[src/bmspx_pkg.sv]
// Package for the mono source and pattern expander: offsets, fields, types.
package bmspx_pkg;
    // Register byte offsets
    localparam logic [7:0] OFS_CTRL    = 8'h00;
    localparam logic [7:0] OFS_STATUS  = 8'h04;
    localparam logic [7:0] OFS_DADDR   = 8'h08;
    localparam logic [7:0] OFS_DPITCH  = 8'h0C;
    localparam logic [7:0] OFS_DSIZE   = 8'h10;
    localparam logic [7:0] OFS_PADDR   = 8'h14;
    localparam logic [7:0] OFS_SFG     = 8'h18;
    localparam logic [7:0] OFS_SBG     = 8'h1C;
    localparam logic [7:0] OFS_PFG     = 8'h20;
    localparam logic [7:0] OFS_PBG     = 8'h24;
    localparam logic [7:0] OFS_PMONO0  = 8'h28;
    localparam logic [7:0] OFS_PMONO1  = 8'h2C;
    localparam logic [7:0] OFS_CLIPX   = 8'h30;
    localparam logic [7:0] OFS_CLIPY   = 8'h34;
    localparam logic [7:0] OFS_SRCDATA = 8'h38;
    localparam logic [7:0] OFS_SRCCNT  = 8'h3C;
    // Control fields
    localparam int CTL_GO     = 0;
    localparam int CTL_OPC_LO = 4;   // opcode [7:4]
    localparam int CTL_ROP_LO = 8;   // rop [15:8]
    localparam int CTL_DEP_LO = 16;  // depth [17:16]
    localparam int CTL_DYN    = 18;
    localparam int CTL_SSEL   = 19;
    localparam int CTL_TRANS  = 20;
    localparam int CTL_CLIP   = 21;
    localparam int CTL_PACK   = 22;
    localparam int CTL_FP_LO  = 24;  // first pixel [26:24]
    localparam int CTL_VAL_LO = 28;  // vertical align [30:28]
    // Opcodes
    localparam logic [3:0] OPC_PATTERN_FILL = 4'h1;
    localparam logic [3:0] OPC_COORD_FILL   = 4'h2;
    localparam logic [3:0] OPC_GLYPH_DRAW   = 4'h3;
    localparam logic [3:0] OPC_COLOR_COPY   = 4'h4;
    localparam logic [3:0] OPC_MONO_PAT     = 4'h5;
    // Raster codes
    localparam logic [7:0] ROP_PAT_COPY = 8'hF0;
    localparam logic [7:0] ROP_SRC_COPY = 8'hCC;
    // Depth codes
    localparam logic [1:0] DEP_8  = 2'h0;
    localparam logic [1:0] DEP_16 = 2'h1;
    localparam logic [1:0] DEP_32 = 2'h2;
    // Limits
    localparam int SRC_MAX_BYTES = 128;
    localparam int SRC_WORDS     = SRC_MAX_BYTES / 4;
    localparam int PAT_MAX_BYTES = 256;
    localparam int PAT_WORDS     = PAT_MAX_BYTES / 4;
    localparam int PAT_DIM       = 8;
    localparam logic [31:0] RST_ZERO = 32'h0000_0000;

    typedef enum logic [2:0] {
        BM_IDLE  = 3'b000,
        BM_PLOAD = 3'b001,
        BM_PIX   = 3'b011,
        BM_WR    = 3'b010,
        BM_DONE  = 3'b110
    } bmspx_state_e;

    typedef struct packed {
        logic        req;
        logic        we;
        logic [31:0] addr;
        logic [31:0] wdata;
        logic [3:0]  be;
    } bmspx_mem_s;
endpackage

[src/bmspx_core.sv]
// Mono source and pattern expander with AHB-Lite register slave.
//
// The AHB-Lite interface to the registers and the register addresses are this design's own decisions.
`timescale 1ns/1ps
`default_nettype none
module bmspx_core
    import bmspx_pkg::*;
(
    // Clock and reset
    input  wire logic        mclk,
    input  wire logic        rst_b,
    // AHB-Lite slave
    input  wire logic        hsel,
    input  wire logic [31:0] haddr,
    input  wire logic [1:0]  htrans,
    input  wire logic        hwrite,
    input  wire logic [2:0]  hsize,
    input  wire logic [31:0] hwdata,
    input  wire logic        hready,
    output logic      [31:0] hrdata,
    output logic             hreadyout,
    output logic             hresp,
    // Frame buffer memory port
    output bmspx_mem_s       mem,
    input  wire logic        mem_ack,
    input  wire logic [31:0] mem_rdata
);
    logic [31:0] ctrl, daddr, dpitch, dsize, paddr, sfg, sbg, pfg, pbg;
    logic [31:0] pmono0, pmono1, clipx, clipy;
    logic [31:0] src_buf [SRC_WORDS];
    logic [31:0] pat_buf [PAT_WORDS];
    logic [5:0]  src_cnt;
    logic        busy, done_flag, src_ovf;
    bmspx_state_e st;

    // AHB address phase capture
    logic        ap_wr, ap_rd;
    logic [7:0]  ap_ofs;
    logic        ap_ok;
    // Only whole-word transfers are taken
    wire  logic  ahb_go = hsel && hready && htrans[1] && (hsize == 3'h2);
    always_ff @(posedge mclk or negedge rst_b) begin
        if (!rst_b) begin
            ap_wr  <= 1'b0;
            ap_rd  <= 1'b0;
            ap_ofs <= 8'h00;
        end else begin
            ap_wr  <= ahb_go && hwrite;
            ap_rd  <= ahb_go && !hwrite;
            ap_ofs <= haddr[7:0];
        end
    end
    assign hreadyout = 1'b1;
    assign hresp     = 1'b0;
    assign ap_ok     = (ap_ofs[1:0] == 2'b00) && (ap_ofs <= OFS_SRCCNT);

    // Decoded opcode properties
    wire logic [3:0] opc     = ctrl[CTL_OPC_LO +: 4];
    wire logic [7:0] rop     = ctrl[CTL_ROP_LO +: 8];
    wire logic       src_mono = (opc == OPC_GLYPH_DRAW);
    wire logic       pat_mono = (opc == OPC_MONO_PAT);
    wire logic       use_src  = (rop != ROP_PAT_COPY);
    wire logic       use_pat  = (rop != ROP_SRC_COPY);
    wire logic [1:0] depth    = ctrl[CTL_DYN] ? ctrl[CTL_DEP_LO +: 2] : DEP_8;
    wire logic       go_wr    = ap_wr && ap_ofs == OFS_CTRL && hwdata[CTL_GO] && !busy;
    // Operand needs of the command being written, not of the old one
    wire logic [3:0] go_opc   = hwdata[CTL_OPC_LO +: 4];
    wire logic [7:0] go_rop   = hwdata[CTL_ROP_LO +: 8];
    wire logic       go_pld   = (go_rop != ROP_SRC_COPY) && (go_opc != OPC_MONO_PAT);

    // Register writes
    always_ff @(posedge mclk or negedge rst_b) begin
        if (!rst_b) begin
            ctrl <= RST_ZERO;   daddr <= RST_ZERO; dpitch <= RST_ZERO;
            dsize <= RST_ZERO;  paddr <= RST_ZERO; sfg <= RST_ZERO;
            sbg <= RST_ZERO;    pfg <= RST_ZERO;   pbg <= RST_ZERO;
            pmono0 <= RST_ZERO; pmono1 <= RST_ZERO;
            clipx <= RST_ZERO;  clipy <= RST_ZERO;
        end else if (ap_wr && !busy && ap_ok) begin
            case (ap_ofs)
                OFS_CTRL:   ctrl   <= hwdata;
                OFS_DADDR:  daddr  <= hwdata;
                OFS_DPITCH: dpitch <= hwdata;
                OFS_DSIZE:  dsize  <= hwdata;
                OFS_PADDR:  paddr  <= {hwdata[31:3], 3'b000};
                OFS_SFG:    sfg    <= hwdata;
                OFS_SBG:    sbg    <= hwdata;
                OFS_PFG:    pfg    <= hwdata;
                OFS_PBG:    pbg    <= hwdata;
                OFS_PMONO0: pmono0 <= hwdata;
                OFS_PMONO1: pmono1 <= hwdata;
                OFS_CLIPX:  clipx  <= hwdata;
                OFS_CLIPY:  clipy  <= hwdata;
                default: ;
            endcase
        end
    end

    // Inline source stream, capped at the inline limit
    always_ff @(posedge mclk or negedge rst_b) begin
        if (!rst_b) begin
            src_cnt <= 6'h00;
            src_ovf <= 1'b0;
        end else if (go_wr) begin
            src_ovf <= 1'b0;
        end else if (ap_wr && !busy && ap_ofs == OFS_SRCDATA) begin
            if (src_cnt < 6'(SRC_WORDS)) begin
                src_cnt <= src_cnt + 6'h01;
            end else begin
                src_ovf <= 1'b1;
            end
        end else if (st == BM_DONE) begin
            src_cnt <= 6'h00;
        end
    end
    always_ff @(posedge mclk) begin
        if (ap_wr && !busy && ap_ofs == OFS_SRCDATA && src_cnt < 6'(SRC_WORDS)) begin
            src_buf[src_cnt[4:0]] <= hwdata;
        end
    end

    // Read mux
    always_ff @(posedge mclk or negedge rst_b) begin
        if (!rst_b) begin
            hrdata <= RST_ZERO;
        end else if (ahb_go && !hwrite) begin
            case (haddr[7:0])
                OFS_CTRL:   hrdata <= ctrl;
                OFS_STATUS: hrdata <= {29'h0, src_ovf, done_flag, busy};
                OFS_DADDR:  hrdata <= daddr;
                OFS_DPITCH: hrdata <= dpitch;
                OFS_DSIZE:  hrdata <= dsize;
                OFS_PADDR:  hrdata <= paddr;
                OFS_SFG:    hrdata <= sfg;
                OFS_SBG:    hrdata <= sbg;
                OFS_PFG:    hrdata <= pfg;
                OFS_PBG:    hrdata <= pbg;
                OFS_PMONO0: hrdata <= pmono0;
                OFS_PMONO1: hrdata <= pmono1;
                OFS_CLIPX:  hrdata <= clipx;
                OFS_CLIPY:  hrdata <= clipy;
                OFS_SRCCNT: hrdata <= {26'h0, src_cnt};
                default:    hrdata <= RST_ZERO;
            endcase
        end
    end

    // Walk counters
    logic [15:0] x_byte, y_line, x_pix;
    logic [2:0]  prow, pcol;
    logic [6:0]  pload_idx;
    logic [10:0] sbit;
    logic [31:0] line_addr;
    wire logic [15:0] width  = dsize[15:0];
    wire logic [15:0] height = dsize[31:16];
    wire logic [2:0]  bpp_b  = (depth == DEP_32) ? 3'd4 : (depth == DEP_16) ? 3'd2 : 3'd1;
    wire logic [6:0]  pat_w  = (depth == DEP_32) ? 7'd64 : (depth == DEP_16) ? 7'd32 : 7'd16;
    wire logic        last_x = (x_byte + 16'(bpp_b)) >= width;
    wire logic        last_y = (y_line + 16'h0001) >= height;
    wire logic [31:0] pix_addr = line_addr + 32'(x_byte);
    // Source bit of this pixel: bit-packed continues, else each line restarts at first pixel
    wire logic [10:0] src_bit_idx = sbit;
    wire logic [31:0] sword = src_buf[src_bit_idx[9:5]];
    wire logic [1:0]  sbyte_sel = src_bit_idx[4:3];
    wire logic [7:0]  sbyte = sword[8*sbyte_sel +: 8];
    wire logic        sbit_v = sbyte[3'd7 - src_bit_idx[2:0]];
    wire logic [63:0] pmono = {pmono1, pmono0};
    wire logic        pbit_v = pmono[{prow, 3'd7 - pcol}];
    // Colour pattern pixel fetch
    wire logic [7:0]  pidx = 8'({prow, pcol}) * 8'(bpp_b);
    wire logic [31:0] pword = pat_buf[pidx[7:2]];
    logic [31:0] pix_pat, pix_src, pix_out, next_wdata;
    logic        pix_keep;
    always_comb begin
        pix_src = sbit_v ? sfg : sbg;
        pix_pat = pat_mono ? (pbit_v ? pfg : pbg) : (pword >> (8 * pidx[1:0]));
        pix_out = use_src ? pix_src : pix_pat;
        pix_keep = 1'b1;
        if (ctrl[CTL_TRANS] && src_mono) begin
            pix_keep = sbit_v;
        end
        if (ctrl[CTL_CLIP] && src_mono) begin
            if (x_pix < clipx[15:0] || x_pix > clipx[31:16] ||
                y_line < clipy[15:0] || y_line > clipy[31:16]) begin
                pix_keep = 1'b0;
            end
        end
        next_wdata = pix_out << (8 * pix_addr[1:0]);
    end

    // Engine sequencer
    always_ff @(posedge mclk or negedge rst_b) begin
        if (!rst_b) begin
            st <= BM_IDLE;   busy <= 1'b0;  done_flag <= 1'b0;
            x_byte <= 16'h0; y_line <= 16'h0; x_pix <= 16'h0;
            prow <= 3'h0;    pcol <= 3'h0;    pload_idx <= 7'h0;
            sbit <= 11'h0;   line_addr <= RST_ZERO;
            mem <= '0;
        end else begin
            case (st)
                BM_IDLE: begin
                    if (go_wr) begin
                        busy      <= 1'b1;
                        done_flag <= 1'b0;
                        line_addr <= daddr;
                        x_byte <= 16'h0; y_line <= 16'h0; x_pix <= 16'h0;
                        prow <= hwdata[CTL_VAL_LO +: 3];
                        pcol <= 3'h0;
                        sbit <= {8'h0, hwdata[CTL_FP_LO +: 3]};
                        pload_idx <= 7'h0;
                        // Pattern fetched from memory only when colour and used
                        st <= go_pld ? BM_PLOAD : BM_PIX;
                    end
                end
                BM_PLOAD: begin
                    mem.req  <= 1'b1;
                    mem.we   <= 1'b0;
                    mem.addr <= paddr + {23'h0, pload_idx, 2'b00};
                    if (mem.req && mem_ack) begin
                        pat_buf[pload_idx[5:0]] <= mem_rdata;
                        mem.req <= 1'b0;
                        if (pload_idx + 7'h1 >= pat_w) begin
                            st <= BM_PIX;
                        end
                        pload_idx <= pload_idx + 7'h1;
                    end
                end
                BM_PIX: begin
                    if (height == 16'h0 || width == 16'h0) begin
                        st <= BM_DONE;
                    end else begin
                        mem.req   <= pix_keep;
                        mem.we    <= 1'b1;
                        mem.addr  <= pix_addr;
                        mem.wdata <= next_wdata;
                        mem.be    <= 4'((bpp_b == 3'd4) ? 4'hF : (bpp_b == 3'd2) ?
                                     (4'h3 << pix_addr[1:0]) : (4'h1 << pix_addr[1:0]));
                        st <= BM_WR;
                    end
                end
                BM_WR: begin
                    if (!mem.req || mem_ack) begin
                        mem.req <= 1'b0;
                        sbit    <= sbit + 11'h1;
                        if (last_x) begin
                            x_byte <= 16'h0;
                            x_pix  <= 16'h0;
                            pcol   <= 3'h0;
                            prow   <= prow + 3'h1;
                            line_addr <= line_addr + dpitch;
                            // Unpacked lines restart on the next 16-bit word
                            if (!ctrl[CTL_PACK]) begin
                                sbit <= {sbit[10:4] + 7'h1, 1'b0, ctrl[CTL_FP_LO +: 3]};
                            end
                            y_line <= y_line + 16'h1;
                            st <= last_y ? BM_DONE : BM_PIX;
                        end else begin
                            x_byte <= x_byte + 16'(bpp_b);
                            x_pix  <= x_pix + 16'h1;
                            pcol   <= pcol + 3'h1;
                            st <= BM_PIX;
                        end
                    end
                end
                BM_DONE: begin
                    busy      <= 1'b0;
                    done_flag <= 1'b1;
                    st        <= BM_IDLE;
                end
                default: st <= BM_IDLE;
            endcase
        end
    end
endmodule // bmspx_core
`default_nettype wire

[config.mk]
export PLATFORM = sky130hd
export DESIGN_NAME = bmspx_core
export DESIGN_NICKNAME = d
export VERILOG_FILES = /design/src/bmspx_pkg.sv /design/src/bmspx_core.sv
export SDC_FILE = /design/constraint.sdc
export NUM_CORES = 2
export LEC_CHECK = 0
export BUFFER_PORTS_ARGS = -buffer_cell sky130_fd_sc_hd__buf_2
export CORE_ASPECT_RATIO = 1.25
export CORE_MARGIN = 2
export CORE_UTILIZATION = 50
export DETAILED_ROUTE_END_ITERATION = 16
export PLACE_DENSITY_LB_ADDON = 0.12
export SETUP_SLACK_MARGIN = 0.15
export SYNTH_ARGS = -nofsm -noshare
export SYNTH_HDL_FRONTEND = slang
export SYNTH_SLANG_ARGS = --single-unit
[constraint.sdc]
create_clock -name mclk -period 15.5 [get_ports mclk]
set_input_delay 2.325 -clock mclk [delete_from_list [all_inputs] [get_ports mclk]]
set_output_delay 2.325 -clock mclk [all_outputs]
set_load 0.02 [all_outputs]
==> impl_metrics.yaml <==
run_status:
  status: "complete, no violations"
place:
  postPlaceCellArea_um2: 160000
  dp.cells: 12300
  numPortBuffers: 183
  dp.final_hpwl_um: 265000
  gp_congestion: 0.945
timing:
  slew_headroom_pct: 3.48
  max_freq_mhz: 111
  timing.final.crit_share_pct: 58.2
  worst_slew_pin_slew_ns: 1.41
  rsz0062_at_grt: "no"
  finalCriticalPeriod_ns: 9.02
  slew_viol_final: 0
  finalHoldViolations: 0
  finalSetupTns_ns: 0
  setup_violations: 0
  finClkSkew_ns: 0.0541
synthesis:
  yosysSeqAreaShare_pct: 70.5
  synth-edff-count: 3072
  netlist.area_leader.share_pct: 60.1
  synth_largest_area_cell: "edfxtp_1"
  async_flop_share_pct: 17.2
  synth_xor_area_share_pct: 0.725
  synth-simple-area-share_pct: 3.35
  ys_warn_count: 0
  synth.area.top_cells: "edfxtp_1, mux4_2, dfrtp_1"
  synthFlopType: "edfxtp_1"
  synthAdderAreaFrac_pct: 1.55
  syn-num-nets: 8613
  ys_ff_latch: 3711
  synth.cell_area_um2: 153000
  synth_cell_types: 88
  synthMuxAreaShare_pct: 17.4
  synth_top_family_by_area: "multiplexers"
  avgSynthCellArea_um2: 18.4
  synth-compound-area-share_pct: 4.68
  postSynthCellCount: 8321
worst_setup_path:
  crit_path_start_kind: "flop"
  cp_max_fo: 117
  cp_cell_sequence: "and2_1 > ha_1 > nand2_1 > fa_1 > inv_1 > ha_4 > inv_1 > fa_4 > buf_12 > buf_4 > mux4_2 > mux4_2 > mux2i_1 > nand2_1 > o2111ai_1 > o211ai_1 > a211o_1 > o311a_1 > mux2_2 > a221o_1"
  critical_path_class: "reg -> reg"
  cp-end-kind: "flop"
  cpMaxStageDelayCell: "fa_4"
  slowest_delay_ns: 1.42
  cp_num_buf_inv: 4
  required_ns: 16.28
  cp_top_family: "adder cells"
  arrival_ns: 9.80
die:
  die-area_um2: 311000
  initial_core_util_pct: 50.2
  core_area_um2: 306000
  rows: 227
  die-height_um: 623
  ioPinCount: 211
  die_w_um: 500
detailed_routing:
  first_pass_iters: 10
  drc: 0
  dr_total_vias: 83600
  post_drt_wl_per_cell_um: 34.7
  drt_wl_total_um: 449000
  drt_iter0_markers: 9514
  routed_via_density: 6.46
  ant_nets: 0
final_layout:
  areaGrowthSynthToFinish_pct: 12.0
  drive_gt1_share_pct: 26.8
  final_common_cell: "edfxtp_1"
  design_area_um2: 172000
  n_fill_cell: 23400
  final_cell_mix: "edfxtp_1, mux4_2, dfrtp_1, mux2_2, nand2_1"
  instances_no_fill: 12900
  final_nets: 8922
clock_network:
  cts_hold_buf: 0
  tritoncts: "yes"
  clockBufferDepth: 4
  cts_sinks: 3711
  clkTransAtPathRegs_ns: 0.06
  cts_inserted_buffers: 373
  clk-insertion-delay-late_ns: 0.93
  root_buffer: "clkbuf_16"
  ctsResizeCount: 0
  htree_levels: 5
  postCtsSetupBuffers: 0
pwr:
  ir_worst_vdd_v: 0.000273
  power.leakage_nw: 58.6
  p_per_area_nw_per_um2: 142
global_route:
  grt_pass1_wl_um: 635000
  gr-total-overflow: 0
  grt_use_total_pct: 28.7
  grt_max_degree: 168
  antenna_found_initial: 22
  grt_pass1_vias: 84600
flow_run:
  cap_violations: 0
hold_path:
  hp-class: "reg -> reg"
==> flip-flops by register name, indices dropped and copies added (netlist names), 10 cells and up <==
signal and count:
ctrl 32, clipy 32, line_addr 32, daddr 32, sfg 32, clipx 32, dsize 32, hrdata 32
pmono1 32, pmono0 32, x_byte 16, y_line 16, pbg 32, pfg 32, paddr 29, mem 70
sbit 10, dpitch 32, pat_buf 2048, x_pix 16, sbg 32, src_buf 1024
==> layer usage <==
layer  vias to the layer above  part of all wire [%]  wire length, µm  GRT usage [%]
li1                      34300                     -                -              -
met1                     44800                    38           170000           37.5
met2                      3578                    49           221000           47.3
met3                       887                   7.5            33600           5.07
met4                         6                   5.4            24000           13.2
met5                         -                0.0098               44              0
==> stage by stage <==
stage	util, %	setup WS (ns)	power, mW	hold slack, ns
finish	56.2	6.48	24.3	0.470
global route	56.2	6.27	25.1	0.486
global placement	52.4	6.61	15.7	0.456
floorplan	-	9.66	13.9	0.448
CTS	56.2	6.50	24.5	0.475
detailed placement	52.4	6.52	15.8	0.461
==> worst min-delay path, delay by kind of cell (launching register included) <==
| kind | cells | cell delay, ns |
|---|---|---|
| and+or+nand+nor | 2 | 0.11 |
| DFF | 1 | 0.33 |
==> Yosys cell counts, drive strengths merged (37+ instances only) <==
library cell  count
ha              176
a21o             52
o21ai           224
a222oi           41
nor2            276
nand4            60
clkbuf          281
a22oi           196
a22o             67
nor3             47
edfxtp         3072
a21oi           150
nand3           112
inv             152
nand2           405
mux4            870
and3             37
a211oi           49
dfrtp           639
nor2b            46
xor2             55
mux2i           217
mux2            434
buf             204
xnor2            72
==> power breakdown <==
part           leakage [nW]  switching, mW  total, mW  internal [mW]
sequential             35.7          0.239       11.2           11.0
clock                  5.72           3.77       8.78           5.01
combinational          17.2           2.72       4.34           1.62
==> kinds of logic after synthesis <==
family                   after synthesis
flip-flops                          3711
multiplexers                        1521
AND/OR/NAND/NOR                     1106
AO/OA/AOI/OAI                       1032
buffers and inverters                637
adder cells (fa/ha/maj)              185
XOR/XNOR                             127
other                                  2
==> path summary, 6_finish.rpt <==
kind	start	end	slack, ns	cells past startpoint
setup / recovery	ctrl[18]$_DFFE_PN0P_	mem[32]$_DFFE_PN0P_	6.48	20
hold / removal	hrdata[8]$_DFFE_PN0P_	hrdata[8]$_DFFE_PN0P_	0.47	2
setup reg to reg	ctrl[18]$_DFFE_PN0P_	mem[32]$_DFFE_PN0P_	6.48	20
hold reg to reg	hrdata[8]$_DFFE_PN0P_	hrdata[8]$_DFFE_PN0P_	0.47	2
max in group asynchronous	rst_b	ctrl[15]$_DFFE_PN0P_	10.86	4
min in group asynchronous	rst_b	x_pix[9]$_DFFE_PN0P_	1.32	1
==> final cells by class <==
| class | instances | area (µm²) | area share, % |
|---|---|---|---|
| well taps | 4007 | 5010 | 2.92 |
| multi-input cells | 3973 | 43400 | 25.3 |
| inverters | 152 | 571 | 0.332 |
| flip-flops and latches | 3711 | 108000 | 63.0 |
| clock buffers | 473 | 10000 | 5.83 |
| repair buffers | 419 | 2870 | 1.67 |
| clock inverters | 186 | 1650 | 0.958 |
| diodes | 11 | 27.5 | 0.0160 |
(Power assumes the default switching activity.)
